==> config.mk <==
export PLATFORM = sky130hd
export DESIGN_NAME = cbs_sequencer
export DESIGN_NICKNAME = d
export VERILOG_FILES = /design/src/core/cbs_pkg.sv /design/src/core/cbs_opdecode.sv /design/src/core/cbs_addr_calc.sv /design/src/core/cbs_sequencer.sv
export SDC_FILE = /design/constraint.sdc
export NUM_CORES = 1
export LEC_CHECK = 0
export BUFFER_PORTS_ARGS = -buffer_cell sky130_fd_sc_hd__buf_2
export CAP_MARGIN = 10
export CELL_PAD_IN_SITES_DETAIL_PLACEMENT = 0
export CELL_PAD_IN_SITES_GLOBAL_PLACEMENT = 1
export CORE_MARGIN = 2
export CORE_UTILIZATION = 50
export CTS_BUF_LIST = sky130_fd_sc_hd__clkbuf_4 sky130_fd_sc_hd__clkbuf_8
export DETAILED_ROUTE_END_ITERATION = 8
export PLACE_DENSITY = 0.87
export SETUP_SLACK_MARGIN = 0.1
export SLEW_MARGIN = 5
export SYNTH_ARGS = -nofsm -noshare
export SYNTH_HDL_FRONTEND = slang
export SYNTH_HIERARCHICAL = 1
export SYNTH_SLANG_ARGS = --single-unit
export TNS_END_PERCENT = 1
==> constraint.sdc <==
create_clock -name i_core_clk -period 11.9 [get_ports i_core_clk]
set_input_delay 2.975 -clock i_core_clk [delete_from_list [all_inputs] [get_ports i_core_clk]]
set_output_delay 2.975 -clock i_core_clk [all_outputs]
set_load 0.01 [all_outputs]
==> src/core/cbs_pkg.sv <==
// Shared types, constants and bus helpers for the bus cycle sequencer
package cbs_pkg;

    // Reset values of the processor state
    localparam logic [15:0] RESET_PC = 16'h0000;
    localparam logic [7:0] RESET_ACC = 8'h00;
    localparam logic [15:0] RESET_PTR = 16'h0000;

    // Opcode field positions and group codes
    localparam int OP_ACC_BIT = 6;
    localparam int OP_GROUP_BIT = 7;
    localparam logic [1:0] MODE_FIELD_IMM = 2'h0;
    localparam logic [1:0] MODE_FIELD_DIR = 2'h1;
    localparam logic [1:0] MODE_FIELD_IDX = 2'h2;
    localparam logic [7:0] OP_JUMP_IDX = 8'h6e;

    // Low nibble codes of the operation groups
    localparam logic [3:0] LO_SUB = 4'h0;
    localparam logic [3:0] LO_CMP = 4'h1;
    localparam logic [3:0] LO_SBC = 4'h2;
    localparam logic [3:0] LO_AND = 4'h4;
    localparam logic [3:0] LO_BIT = 4'h5;
    localparam logic [3:0] LO_LOAD8 = 4'h6;
    localparam logic [3:0] LO_STORE8 = 4'h7;
    localparam logic [3:0] LO_EOR = 4'h8;
    localparam logic [3:0] LO_ADC = 4'h9;
    localparam logic [3:0] LO_ORA = 4'ha;
    localparam logic [3:0] LO_ADD = 4'hb;
    localparam logic [3:0] LO_CMPX = 4'hc;
    localparam logic [3:0] LO_LOAD16 = 4'he;
    localparam logic [3:0] LO_STORE16 = 4'hf;

    // Upper byte of a direct-mode operand address
    localparam logic [7:0] DIRECT_PAGE = 8'h00;

    // Bus cycle within an instruction, Gray coded along the path
    typedef enum logic [2:0] {
        CYC_1 = 3'h0,
        CYC_2 = 3'h1,
        CYC_3 = 3'h3,
        CYC_4 = 3'h2,
        CYC_5 = 3'h6,
        CYC_6 = 3'h7
    } cbs_cyc_e;

    typedef enum logic [1:0] {
        MODE_IMM = 2'h0,
        MODE_DIR = 2'h1,
        MODE_IDX = 2'h2
    } cbs_mode_e;

    typedef enum logic [2:0] {
        CL_NONE = 3'h0,
        CL_READ8 = 3'h1,
        CL_READ16 = 3'h2,
        CL_STORE8 = 3'h3,
        CL_STORE16 = 3'h4,
        CL_JUMP = 3'h5
    } cbs_class_e;

    typedef enum logic [1:0] {
        REG_A = 2'h0,
        REG_B = 2'h1,
        REG_X = 2'h2,
        REG_S = 2'h3
    } cbs_reg_e;

    // Decoded opcode
    typedef struct packed {
        logic valid;
        cbs_mode_e mode;
        cbs_class_e cls;
        logic load;
        cbs_reg_e sel;
    } cbs_dec_s;

    // Processor bus as driven by the sequencer
    typedef struct packed {
        logic [15:0] addr;
        logic [7:0] data;
        logic data_oe;
        logic memory_cycle_valid;
        logic rnw;
    } cbs_bus_s;

    // Programmer-visible registers
    typedef struct packed {
        logic [15:0] pc;
        logic [7:0] acc_a;
        logic [7:0] acc_b;
        logic [15:0] idx;
        logic [15:0] sp;
    } cbs_core_s;

    // Whole state of the sequencer
    typedef struct packed {
        cbs_cyc_e cyc;
        cbs_dec_s dec;
        cbs_core_s core;
        logic [15:0] ea;
        logic [7:0] hi;
        cbs_bus_s bus;
    } cbs_state_s;

    // Real read transfer
    function automatic cbs_bus_s bus_read(input logic [15:0] addr);
        cbs_bus_s b;
        b = '{addr: addr, data: 8'h00, data_oe: 1'b0, memory_cycle_valid: 1'b1, rnw: 1'b1};
        return b;
    endfunction

    // Internal cycle: address shown, nothing transferred
    function automatic cbs_bus_s bus_idle(input logic [15:0] addr);
        cbs_bus_s b;
        b = '{addr: addr, data: 8'h00, data_oe: 1'b0, memory_cycle_valid: 1'b0, rnw: 1'b1};
        return b;
    endfunction

    // Real write transfer
    function automatic cbs_bus_s bus_write(input logic [15:0] addr,
                                           input logic [7:0] data);
        cbs_bus_s b;
        b = '{addr: addr, data: data, data_oe: 1'b1, memory_cycle_valid: 1'b1, rnw: 1'b0};
        return b;
    endfunction

endpackage

==> src/core/cbs_opdecode.sv <==
// Opcode decoder: addressing mode, transfer class and target register
`timescale 1ns/1ps
module cbs_opdecode (
    // Opcode byte
    input wire logic [7:0] i_opcode,
    // Decoded result
    output cbs_pkg::cbs_dec_s o_dec
);

    logic [3:0] lo;
    logic [1:0] mf;
    cbs_pkg::cbs_reg_e acc;
    cbs_pkg::cbs_reg_e ptr;

    assign lo = i_opcode[3:0];
    assign mf = i_opcode[5:4];
    assign acc = i_opcode[cbs_pkg::OP_ACC_BIT] ? cbs_pkg::REG_B
                                                : cbs_pkg::REG_A;
    assign ptr = i_opcode[cbs_pkg::OP_ACC_BIT] ? cbs_pkg::REG_X
                                                : cbs_pkg::REG_S;

    // Opcodes of one group share a class so their bus cycles match
    always_comb begin
        o_dec = '{valid: 1'b0, mode: cbs_pkg::MODE_IMM,
                  cls: cbs_pkg::CL_NONE, load: 1'b0, sel: cbs_pkg::REG_A};
        if (i_opcode == cbs_pkg::OP_JUMP_IDX) begin
            o_dec.valid = 1'b1;
            o_dec.mode = cbs_pkg::MODE_IDX;
            o_dec.cls = cbs_pkg::CL_JUMP;
        end else if (i_opcode[cbs_pkg::OP_GROUP_BIT] &&
                     mf != 2'h3) begin
            o_dec.mode = cbs_pkg::cbs_mode_e'(mf);
            o_dec.sel = acc;
            unique case (lo)
                cbs_pkg::LO_SUB, cbs_pkg::LO_CMP, cbs_pkg::LO_SBC,
                cbs_pkg::LO_AND, cbs_pkg::LO_BIT, cbs_pkg::LO_EOR,
                cbs_pkg::LO_ADC, cbs_pkg::LO_ORA, cbs_pkg::LO_ADD: begin
                    o_dec.valid = 1'b1;
                    o_dec.cls = cbs_pkg::CL_READ8;
                end
                cbs_pkg::LO_LOAD8: begin
                    o_dec.valid = 1'b1;
                    o_dec.cls = cbs_pkg::CL_READ8;
                    o_dec.load = 1'b1;
                end
                cbs_pkg::LO_STORE8: begin
                    // Only the direct store sequence is carried here
                    o_dec.valid = (mf == cbs_pkg::MODE_FIELD_DIR);
                    o_dec.cls = cbs_pkg::CL_STORE8;
                end
                cbs_pkg::LO_CMPX: begin
                    o_dec.valid = !i_opcode[cbs_pkg::OP_ACC_BIT];
                    o_dec.cls = cbs_pkg::CL_READ16;
                    o_dec.sel = cbs_pkg::REG_X;
                end
                cbs_pkg::LO_LOAD16: begin
                    o_dec.valid = 1'b1;
                    o_dec.cls = cbs_pkg::CL_READ16;
                    o_dec.load = 1'b1;
                    o_dec.sel = ptr;
                end
                cbs_pkg::LO_STORE16: begin
                    o_dec.valid = (mf == cbs_pkg::MODE_FIELD_DIR);
                    o_dec.cls = cbs_pkg::CL_STORE16;
                    o_dec.sel = ptr;
                end
                default: begin
                    o_dec.valid = 1'b0;
                end
            endcase
        end
    end

endmodule

==> src/core/cbs_addr_calc.sv <==
// Indexed address arithmetic: partial and fully carried sums
`timescale 1ns/1ps
module cbs_addr_calc (
    // Index register and unsigned offset
    input wire logic [15:0] i_index,
    input wire logic [7:0] i_offset,
    // Sums
    output logic [15:0] o_sum_nocarry,
    output logic [15:0] o_sum_carry
);

    // Low byte alone first, as the bus shows it before the carry settles
    assign o_sum_nocarry = {i_index[15:8], 8'(i_index[7:0] + i_offset)};
    assign o_sum_carry = i_index + {8'h00, i_offset};

endmodule

==> src/core/cbs_sequencer.sv <==
// Instruction bus cycle sequencer for the 8-bit processor core
// Cycle plan by class; cycle one is always the opcode fetch
//   unknown opcode: skipped, the next byte is fetched at once
//   immediate 8-bit: operand at the pc in cycle two
//   immediate 16-bit: high byte, then low byte, at the pc
//   direct reads: address byte, then operand in page zero
//   direct 16-bit: high byte, then low byte at the next address
//   direct accumulator store: idle, then write at that address
//   direct pointer store: idle, high byte, low byte one above
//   indexed: offset, idle at index, idle at the partial sum
//   indexed jump: fetch resumes at the carried sum
//   indexed 8-bit: operand at the carried sum in cycle five
//   indexed 16-bit: high byte at the carried sum, low byte above
//
// Timing
//   Each bus cycle is one clock; every bus field changes at the edge.
//   Read data is taken at the rising edge that ends its cycle.
//   Write data stands for the whole write cycle.
//   The opcode is decoded straight off the data bus in the fetch,
//   so memory access time plus decode sets the longest path.
//
// Limitations
//   Only the bus is sequenced: no arithmetic result and no flags.
//   Extended, implied, relative, stack and interrupt codes are absent
//   and cost one fetch cycle each, so software must avoid them.
//   Direct operands always live in page zero.
//   No wait states: memory must answer within the same bus cycle.
//   The data lines never float; data_oe tells a pad when to drive.
`timescale 1ns/1ps
module cbs_sequencer (
    // Clock and reset
    input wire logic i_core_clk,
    input wire logic i_rst,
    // Data bus input half
    input wire logic [7:0] i_data,
    // Address, data output half, enable, valid and read lines
    output cbs_pkg::cbs_bus_s o_bus,
    // Programmer-visible registers for observation
    output cbs_pkg::cbs_core_s o_core
);

    // State after reset: first opcode fetch already on the bus
    localparam cbs_pkg::cbs_state_s RST_STATE = '{
        cyc: cbs_pkg::CYC_1,
        dec: '{valid: 1'b0, mode: cbs_pkg::MODE_IMM,
               cls: cbs_pkg::CL_NONE, load: 1'b0, sel: cbs_pkg::REG_A},
        core: '{pc: cbs_pkg::RESET_PC, acc_a: cbs_pkg::RESET_ACC,
                acc_b: cbs_pkg::RESET_ACC, idx: cbs_pkg::RESET_PTR,
                sp: cbs_pkg::RESET_PTR},
        ea: 16'h0000,
        hi: 8'h00,
        bus: '{addr: cbs_pkg::RESET_PC, data: 8'h00, data_oe: 1'b0,
               memory_cycle_valid: 1'b1, rnw: 1'b1}
    };

    // Present state and the value it takes at the next edge
    cbs_pkg::cbs_state_s r;
    cbs_pkg::cbs_state_s n;

    // Decode of the data bus and the two indexed sums
    cbs_pkg::cbs_dec_s fetched;
    logic [15:0] sum_nocarry;
    logic [15:0] sum_carry;

    // Value of a selected register, widened to 16 bits
    function automatic logic [15:0] reg_pick(input cbs_pkg::cbs_core_s c,
                                             input cbs_pkg::cbs_reg_e s);
        logic [15:0] v;

        unique case (s)
            cbs_pkg::REG_A: v = {8'h00, c.acc_a};
            cbs_pkg::REG_B: v = {8'h00, c.acc_b};
            cbs_pkg::REG_X: v = c.idx;
            cbs_pkg::REG_S: v = c.sp;
        endcase
        return v;
    endfunction

    // Loads into a selected register; accumulators keep the low byte
    function automatic cbs_pkg::cbs_core_s reg_load(
        input cbs_pkg::cbs_core_s c,
        input cbs_pkg::cbs_dec_s d,
        input logic [15:0] v);
        cbs_pkg::cbs_core_s o;

        o = c;
        if (d.load) begin
            unique case (d.sel)
                cbs_pkg::REG_A: o.acc_a = v[7:0];
                cbs_pkg::REG_B: o.acc_b = v[7:0];
                cbs_pkg::REG_X: o.idx = v;
                cbs_pkg::REG_S: o.sp = v;
            endcase
        end
        return o;
    endfunction

    // Decode straight off the data bus during the fetch cycle
    cbs_opdecode u_decode (
        .i_opcode(i_data),
        .o_dec(fetched)
    );

    // Offset sits in the low byte of the effective address until cycle 5
    cbs_addr_calc u_addr (
        .i_index(r.core.idx),
        .i_offset(r.ea[7:0]),
        .o_sum_nocarry(sum_nocarry),
        .o_sum_carry(sum_carry)
    );

    // Each pass decides the bus of the next cycle and captures this one's
    // data; the bus is then a pure flop output, so it never glitches.
    always_comb begin
        logic [15:0] pc_inc;
        logic [15:0] ea_inc;
        logic [15:0] word;

        // Running pointers and the byte pair of a 16-bit read
        pc_inc = 16'(r.core.pc + 16'h0001);
        ea_inc = 16'(r.ea + 16'h0001);
        word = {r.hi, i_data};
        n = r;

        unique case (r.cyc)
            cbs_pkg::CYC_1: begin
                // Opcode taken; unknown codes are passed over at once
                n.dec = fetched;
                n.core.pc = pc_inc;
                if (fetched.valid) begin
                    n.cyc = cbs_pkg::CYC_2;
                    n.bus = cbs_pkg::bus_read(pc_inc);
                end else begin
                    n.cyc = cbs_pkg::CYC_1;
                    n.bus = cbs_pkg::bus_read(pc_inc);
                end
            end

            // Second byte: operand, address byte or offset
            cbs_pkg::CYC_2: begin
                n.core.pc = pc_inc;
                n.hi = i_data;
                n.ea = {cbs_pkg::DIRECT_PAGE, i_data};
                unique case (r.dec.mode)
                    cbs_pkg::MODE_IMM: begin
                        if (r.dec.cls == cbs_pkg::CL_READ8) begin
                            n.core = reg_load(r.core, r.dec,
                                              {8'h00, i_data});
                            n.core.pc = pc_inc;
                            n.cyc = cbs_pkg::CYC_1;
                            n.bus = cbs_pkg::bus_read(pc_inc);
                        end else begin
                            n.cyc = cbs_pkg::CYC_3;
                            n.bus = cbs_pkg::bus_read(pc_inc);
                        end
                    end

                    cbs_pkg::MODE_DIR: begin
                        n.cyc = cbs_pkg::CYC_3;
                        if (r.dec.cls == cbs_pkg::CL_STORE8 ||
                            r.dec.cls == cbs_pkg::CL_STORE16) begin
                            // Address settles one cycle before the write
                            n.bus = cbs_pkg::bus_idle(n.ea);
                        end else begin
                            n.bus = cbs_pkg::bus_read(n.ea);
                        end
                    end

                    default: begin
                        // Indexed: the index itself goes out first
                        n.cyc = cbs_pkg::CYC_3;
                        n.bus = cbs_pkg::bus_idle(r.core.idx);
                    end
                endcase
            end

            // Third cycle: low byte, operand, idle before a store or index
            cbs_pkg::CYC_3: begin
                unique case (r.dec.mode)
                    cbs_pkg::MODE_IMM: begin
                        n.core = reg_load(r.core, r.dec, word);
                        n.core.pc = pc_inc;
                        n.cyc = cbs_pkg::CYC_1;
                        n.bus = cbs_pkg::bus_read(pc_inc);
                    end

                    cbs_pkg::MODE_DIR: begin
                        if (r.dec.cls == cbs_pkg::CL_READ8) begin
                            n.core = reg_load(r.core, r.dec,
                                              {8'h00, i_data});
                            n.cyc = cbs_pkg::CYC_1;
                            n.bus = cbs_pkg::bus_read(r.core.pc);
                        end else if (r.dec.cls == cbs_pkg::CL_READ16) begin
                            n.hi = i_data;
                            n.cyc = cbs_pkg::CYC_4;
                            n.bus = cbs_pkg::bus_read(ea_inc);
                        end else if (r.dec.cls == cbs_pkg::CL_STORE8) begin
                            n.cyc = cbs_pkg::CYC_4;
                            n.bus = cbs_pkg::bus_write(r.ea,
                                r.dec.sel == cbs_pkg::REG_B ?
                                r.core.acc_b : r.core.acc_a);
                        end else begin
                            n.cyc = cbs_pkg::CYC_4;
                            n.bus = cbs_pkg::bus_write(r.ea,
                                reg_pick(r.core, r.dec.sel)
                                [15:8]);
                        end
                    end

                    default: begin
                        // Partial sum shown while the carry is pending
                        n.cyc = cbs_pkg::CYC_4;
                        n.bus = cbs_pkg::bus_idle(sum_nocarry);
                    end
                endcase
            end

            // Fourth cycle: last direct read, first write or partial sum
            cbs_pkg::CYC_4: begin
                n.cyc = cbs_pkg::CYC_1;
                n.bus = cbs_pkg::bus_read(r.core.pc);
                // Pointer store and indexed read branches extend past this fetch; a jump moves it
                if (r.dec.mode == cbs_pkg::MODE_DIR) begin
                    if (r.dec.cls == cbs_pkg::CL_READ16) begin
                        n.core = reg_load(r.core, r.dec, word);
                    end else if (r.dec.cls == cbs_pkg::CL_STORE16) begin
                        n.cyc = cbs_pkg::CYC_5;
                        n.bus = cbs_pkg::bus_write(ea_inc,
                            reg_pick(r.core, r.dec.sel)[7:0]);
                    end
                end else if (r.dec.cls == cbs_pkg::CL_JUMP) begin
                    // Jump lands on the fully carried sum
                    n.core.pc = sum_carry;
                    n.bus = cbs_pkg::bus_read(sum_carry);
                end else begin
                    n.ea = sum_carry;
                    n.cyc = cbs_pkg::CYC_5;
                    n.bus = cbs_pkg::bus_read(sum_carry);
                end
            end

            // Fifth cycle: pointer low byte written or indexed operand
            cbs_pkg::CYC_5: begin
                n.cyc = cbs_pkg::CYC_1;
                n.bus = cbs_pkg::bus_read(r.core.pc);
                // Only an indexed 16-bit read goes on to a sixth cycle
                if (r.dec.mode == cbs_pkg::MODE_IDX) begin
                    if (r.dec.cls == cbs_pkg::CL_READ8) begin
                        n.core = reg_load(r.core, r.dec,
                                          {8'h00, i_data});
                    end else begin
                        n.hi = i_data;
                        n.cyc = cbs_pkg::CYC_6;
                        n.bus = cbs_pkg::bus_read(ea_inc);
                    end
                end
            end

            // Sixth cycle: low byte of an indexed 16-bit read
            cbs_pkg::CYC_6: begin
                n.core = reg_load(r.core, r.dec, word);
                n.cyc = cbs_pkg::CYC_1;
                n.bus = cbs_pkg::bus_read(r.core.pc);
            end

            default: begin
                // Unused cycle codes recover with a fetch at the pc
                n.cyc = cbs_pkg::CYC_1;
                n.bus = cbs_pkg::bus_read(r.core.pc);
            end
        endcase
    end

    // Single state register
    // Reset is asynchronous so the bus is defined before the clock runs
    always_ff @(posedge i_core_clk or posedge i_rst) begin
        if (i_rst) begin
            r <= RST_STATE;
        end else begin
            r <= n;
        end
    end

    // Outputs straight from the state flops
    // No logic after the flops, so the pads see clean edges
    assign o_bus = r.bus;
    assign o_core = r.core;

endmodule

After elaboration in Yosys (flattened, before gate mapping)
Index checks and enable logic that the tools add are counted.

Add/subtract/negate cells: 4. Eq/ne operators: 44. Muxes and demuxes: 61. Reductions and logical operators: 21.

Operators by type and width (number): $mux W48 (7); $pmux W48 S5 (1); $mux W27 (5); $pmux W27 S5 (1); $mux W16 (8); $pmux W64 S2 (1); $pmux W27 S2 (2); $pmux W16 S5 (1); $mux W35 (2); $mux W64 (1); $pmux W16 S4 (1); $mux W8 (6); $add A16 B1 Y16 const B (2); $pmux W16 S2 (1); $eq A4 B4 Y1 const B (7); $mux W3 (8); $ne A2 B2 Y1 const B (12); $pmux W8 S3 (1); $add A16 B8 Y16 (1); $eq A4 B3 Y1 const B (4); $pmux W3 S5 (1); $eq A3 B2 Y1 const B (4); $eq A3 B3 Y1 const B (4); $pmux W3 S4 (1); 32 further kinds (48).

Register bits after elaboration: 126. Bits of input ports: 10. Logic and storage cells: 147.

Depth between registers and ports, before layout
Gate-level depths: netlist (run 1).

Depth after elaboration: 7. Gate-level depth with buffers: 13. Gate-level depth less buffers: 13.

Hierarchy
The synthesis (run 1) kept the hierarchy.

By module, submodules not included: cbs_sequencer (times used 1, cells an instance 1024, area an instance 8719.6 µm², sequential area each 3155.5 µm²); cbs_addr_calc (times used 1, cells an instance 80, area an instance 656.9 µm², sequential area each 0.0 µm²); cbs_opdecode (times used 1, cells an instance 35, area an instance 209.0 µm², sequential area each 0.0 µm²).

Worst setup path before layout (run 1)
OpenSTA, ideal clock, no wires.

Path type: in2reg. Start: in i_data[0]. End: reg r (netlist bit o_bus[11]). Library setup time: 0.142 ns. Data arrival time: 3.686 ns. Required time: 11.758 ns. Setup slack: 8.072 ns. Cell stages on the path: 4. Buffers on the path: 0. Cell sequence: a211oi_1 > o22ai_1 > a2111oi_0 > o21ai_0.

RTL lines: start: declaration (line cbs_sequencer.sv:35) `input wire logic [7:0] i_data,`; end signal: assignment (line cbs_sequencer.sv:280) `r <= n;`; end: declaration (line cbs_sequencer.sv:57) `cbs_pkg::cbs_state_s r;`.

Worst setup path after layout (run 1)
Start: reg r (netlist bit o_core[24]). End: out o_core[24] in the netlist's numbering.

RTL lines: end: declaration (line cbs_sequencer.sv:39) `output cbs_pkg::cbs_core_s o_core`.

No word-level cell between the ends.

==> run metrics, run 1 <==
clk_lat worst skew=0.47 ns; Vias/cell=6.49; Register-to-Register Setup Slack=8.30 ns; PD cells=243 mW/mm^2; router iterations before antenna repair=6; H-tree depth=4; CTS Buf Count=17; Longest Clk Path Bufs=2; Post-Synthesis Cells=1139; Crit Path Max Fanout=11; worst-case clock skew=0.0186 ns; Layout area overhead=1.57%; Chip Width=142 um; worst hold stages=1; fraction of registers with async set/reset=100%; synth warn=6; Diodes inserted=0; Initial Utilization=51.1%; CP startpoint=o_core[24]$_DFFE_PP0P_; Routed WL=31100 um; placed cells=1301; Syn Std Cell Area=0.00959 sq mm; nets=1107; Multi-input gate area=0.00523 sq mm; Setup-failing EPs final=0; global-route usage over all layers=31.1%; maximum number of pins on one net before global-route repair=72; clock sink count=126; crit share post-route=36.5%; Routed WL per cell=23.3 um; Bufs and invs on worst path=1; Tightest Pin Transition=1.06 ns; first-pass GRT wire length=47900 um; Layout fillers=1801; Primary FF master, synth=dfrtp_1; share of the synthesized area in the top cell type=32.4%; share of layout cells above drive strength 1=21.1%; commonest non-fill, non-tap cell in the layout=nand2_1; syn avg cell area=8.42 sq um; CP max stage cell=dfrtp_1; Via Count=8654; Critical Path Max Stage Delay=0.67 ns; Antenna Nets Post-Route=0; # IOs=101; Hold EP=o_core[27]$_DFFE_PP0P_; DRC Markers=0; gpl congestion=0.971; #FFs+latches synth=126; clk root buf=clkbuf_8; peak supply drop=0.0993 mV; RSZ-0062 raised after global routing=no; GR Overflow Total=0; Sequential Area=0.00316 sq mm; Arr. time, crit path=1.37 ns; Setup crit end kind=primary output; Max Fclk=230 MHz; Reg clk slew, reported paths=0.09 ns; top cells by area, synth=dfrtp_1, buf_4, mux2_2; most frequent cells in the layout=nand2_1, dfrtp_1, buf_2; hold_buf cts=0; Seq/Total Area, Yosys=32.9%; Synth area leader=dfrtp_1; # port buffers=100; CTS tree=built; total power draw=0.00236 W; Core Region=0.0188 sq mm; DR iter-0 viols=951; dpl hpwl=21700 um; Reg-to-Reg End=r[38]$_DFFE_PP0P_; Final Instance Count excl. Fillers=1333; FF-to-FF Start=r[124]$_DFF_PP0_; vias in the first global route=8164; Register-to-Register Path Depth=5; Post-synth EDFFs=0; cts repair resizes=0; critical path's top delay family=flip-flops; # rows=50; initial antenna violation count=0; post-synthesis net count=1160; # Post-CTS Setup Buffers=0; Yosys cell types=81; Leak=4.21 nW; Die H=142 um; Hold Crit Class=reg2reg; hold_sp=r[30]$_DFFE_PP0P_; Max-Cap Viols=0; fin. max-slew vios=0; final hold violations=0; run status=completed; critical path class=reg2out; CP Cell Sequence=buf_2; Tmin final=4.35 ns; die area=0.0203 sq mm; Rel. slew slack=28.9%; CP Launch Type=flip-flop; setup TNS=0 ns; Worst Path Required=8.93 ns
[routing by layer]
layer	GRT usage, %	wire [um]
met2	47.2	13900
met4	16.6	1440
met5	0	0
met1	42.0	12800
met3	6.09	2990
[cell families (layout without fill, tap and decap cells)]
logic type / Yosys count / after routing / share of synthesized area, %
compound gates: 332 / 332 / 23.2
xor+xnor: 33 / 33 / 3.02
fa+ha+maj: 12 / 12 / 1.62
buf+inv: 201 / 161 / 12.6
flops: 126 / 126 / 32.9
mux: 74 / 74 / 8.46
simple gates: 361 / 361 / 18.1
[layout make-up]
cell class / instances / area share [%]
clock buffers: 17 / 2.40
clock inverters: 15 / 1.52
flip-flops and latches: 126 / 32.4
well taps: 234 / 3.01
inverters: 13 / 0.553
multi-input cells: 812 / 53.7
repair buffers: 116 / 6.37
[power breakdown]
group          internal, W  total (W)  switching (W)
clock             0.000155   0.000371       0.000216
sequential        0.000535   0.000700       0.000165
combinational     0.000457    0.00129       0.000836
[worst max path at each step]
stage | endpoint | slack (ns) | depth (start not counted)
floorplan | o_bus[10]$_DFF_PP0_ | 5.57 | 1
global placement | o_core[26]$_DFFE_PP0P_ | 7.53 | 3
detailed placement | o_core[61]$_DFFE_PP0P_ | 7.53 | 3
CTS | o_core[24] | 7.56 | 1
global route | o_core[24] | 7.52 | 1
finish | o_core[24] | 7.55 | 1
[registers in the layout, summed over array words and instances, names as in the netlist]
register / count
o_core: 64
o_bus: 27
r: 35
[metrics by stage]
step	area, sq um	worst slack [ns]	hold slack (ns)	util [%]
CTS	9740	7.56	0.524	51.9
detailed placement	9350	7.53	0.505	49.8
floorplan	9590	5.57	0.483	-
global route	9740	7.52	0.539	51.9
global placement	9350	7.53	0.493	49.8
finish	9740	7.55	0.527	51.9
[synth_stat cells (9+ instances only)]
cell type / number
a211o_1: 11
nand3_1: 27
nor2_1: 89
nand4_1: 10
clkbuf_1: 50
a31oi_1: 20
a22oi_1: 9
a211oi_1: 19
mux2_2: 45
a22o_1: 28
inv_1: 13
nor3_1: 21
xnor2_1: 24
nand2_1: 132
mux2i_1: 27
and3_1: 14
xor2_1: 9
ha_1: 10
o21ai_0: 85
dfrtp_1: 124
a21oi_1: 66
o211ai_1: 9
buf_2: 17
buf_4: 110
o31ai_1: 11
nor2b_1: 15
Power figures use the tool's default switching activity.
==> run 2: changes to the inputs <==
--- a/config.mk
+++ b/config.mk
@@ -10,10 +10,10 @@
 export CELL_PAD_IN_SITES_DETAIL_PLACEMENT = 0
 export CELL_PAD_IN_SITES_GLOBAL_PLACEMENT = 1
 export CORE_MARGIN = 2
-export CORE_UTILIZATION = 50
+export CORE_UTILIZATION = 42
 export CTS_BUF_LIST = sky130_fd_sc_hd__clkbuf_4 sky130_fd_sc_hd__clkbuf_8
 export DETAILED_ROUTE_END_ITERATION = 8
-export PLACE_DENSITY = 0.87
+export PLACE_DENSITY = 0.78
 export SETUP_SLACK_MARGIN = 0.1
 export SLEW_MARGIN = 5
 export SYNTH_ARGS = -nofsm -noshare
==> constraint.sdc (replaced) <==
create_clock -name i_core_clk -period 4 [get_ports i_core_clk]
set_input_delay 1 -clock i_core_clk [delete_from_list [all_inputs] [get_ports i_core_clk]]
set_output_delay 1 -clock i_core_clk [all_outputs]
set_load 0.01 [all_outputs]
==> run 2 against run 1 <==
Effect of this change: first-iteration DRC count rose by 16%; combinational power rose to 3.1 times the previous value; critical path depth up 12; largest cell class unchanged; largest power group unchanged.
==> run metrics, run 2 (same netlist as run 1, synthesis figures left out) <==
Leak=4.31 nW; Core Region=0.0225 sq mm; CTS Buf Count=17; Diodes inserted=0; CP max stage cell=dfrtp_1; Max Fclk=311 MHz; Reg clk slew, reported paths=0.08 ns; Arr. time, crit path=3.56 ns; max reg flops=64; critical path class=reg2reg; H-tree depth=4; Via Count=8717; global-route usage over all layers=26.9%; # port buffers=100; DRC Markers=0; Top Layer Used=met4; Longest Clk Path Bufs=2; die area=0.0240 sq mm; Antenna Nets Post-Route=0; clk_lat worst skew=0.46 ns; run status=completed; initial antenna violation count=0; DR iter-0 viols=1105; nets=1123; clock sink count=126; cts repair resizes=0; CP Cell Sequence=ha_1 -> fa_1 -> a21o_2 -> a41oi_2 -> a31oi_4 -> nand3_1 -> xnor2_1 -> o21ai_0 -> o21ai_0 -> a221oi_1 -> o211ai_1 -> o21ai_0 -> a21oi_1; CTS tree=built; peak supply drop=0.316 mV; router iterations before antenna repair=6; Chip Width=155 um; DR WL met3=2770 um; first-pass GRT wire length=49600 um; total power draw=0.00721 W; CP dominant cell by count=o21ai_0; vias in the first global route=8099; maximum number of pins on one net before global-route repair=48; Layout fillers=2224; Die H=155 um; Max-Cap Viols=0; Layout area overhead=3.89%; Crit Path Max Fanout=7; # IOs=101; Rel. slew slack=31.8%; setup TNS=0 ns; # rows=55; share of layout cells above drive strength 1=22.2%; Critical Path Max Stage Delay=0.45 ns; # Post-CTS Setup Buffers=0; Vias/cell=6.23; most frequent cells in the layout=nand2_1, dfrtp_1, buf_2; crit share post-route=80.5%; Tmin final=3.22 ns; final hold violations=0; Tightest Pin Transition=1.02 ns; RSZ-0062 raised after global routing=no; met2 WL=14200 um; commonest non-fill, non-tap cell in the layout=nand2_1; CP Launch Type=flip-flop; Routed WL per cell=23.0 um; dpl hpwl=23100 um; GR Overflow Total=0; Setup crit end kind=flip-flop; Hold Crit Class=reg2reg; Worst Path Required=4.35 ns; M1 WL=13900 um; gpl congestion=0.950; PD cells=724 mW/mm^2; worst-case clock skew=0.0175 ns; Initial Utilization=42.6%; hold_buf cts=0; Setup-failing EPs final=0; Routed WL=32200 um; clk root buf=clkbuf_8; fin. max-slew vios=0
## run 2: cell count changes in the layout (fill, tap and decap cells not counted), sizes merged
cell      delta
clkinvlp     +1
clkbuf       +2
inv          -8
buf         +16
bufinv       +2
clkinv       +3
## run 2: final timing paths
| path | startpoint | endpoint | slack, ns | cells past startpoint |
|---|---|---|---|---|
| worst max-delay path | r[35]$_DFFE_PP0P_ | o_bus[23]$_DFF_PP0_ | 0.78 | 13 |
| worst max register to register | r[35]$_DFFE_PP0P_ | o_bus[23]$_DFF_PP0_ | 0.78 | 13 |
| min in group asynchronous | i_rst | o_core[3]$_DFFE_PP0P_ | 0.78 | 2 |
| worst min-delay path | r[34]$_DFFE_PP0P_ | o_core[15]$_DFFE_PP0P_ | 0.53 | 1 |
| max in group asynchronous | i_rst | o_bus[0]$_DFF_PP1_ | 2.40 | 3 |
| worst min register to register | r[34]$_DFFE_PP0P_ | o_core[15]$_DFFE_PP0P_ | 0.53 | 1 |
## run 2: metal layers
layer  track usage [%]  vias to the layer above
li1                  -                     3949
met1              37.7                     4173
met2              40.9                      507
met3              4.54                       88
met4              11.8                        0
met5                 0                        -
## run 2: layout make-up
class | count | area [sq um] | share of cell area (%)
Inverter | 13 | 52.6 | 0.528
Sequential cell | 126 | 3160 | 31.7
Clock inverter | 13 | 141 | 1.42
Timing Repair Buffer | 132 | 766 | 7.69
Clock buffer | 19 | 255 | 2.56
Multi-Input combinational cell | 812 | 5230 | 52.5
Tap cell | 285 | 357 | 3.58
## run 2: report_power, final
part / leakage, nW / internal (W) / switching (W) / total [W]
logic: 2.49 / 0.00143 / 0.00252 / 0.00394
clock network: 0.195 / 0.000578 / 0.000570 / 0.00115
registers: 1.63 / 0.00159 / 0.000530 / 0.00212
## run 2: per-stage QoR
step	util, %	worst slack [ns]	std cells	hold slack [ns]	area, sq um
3_5_place_dp	42.5	0.881	1368	0.502	9560
6_report	44.3	0.782	1400	0.525	9960
2_1_floorplan	-	1.18	1139	0.483	9590
4_1_cts	44.3	0.855	1400	0.520	9960
5_1_grt	44.3	0.665	1400	0.542	9960
3_3_place_gp	42.5	0.926	1368	0.493	9560
## run 2: critical path, delay by kind of cell (launching register included)
family	cells	cell delay, ns
fa+ha+maj	2	0.65
xor+xnor	1	0.11
flops	1	0.45
simple gates	1	0.13
compound gates	9	1.76
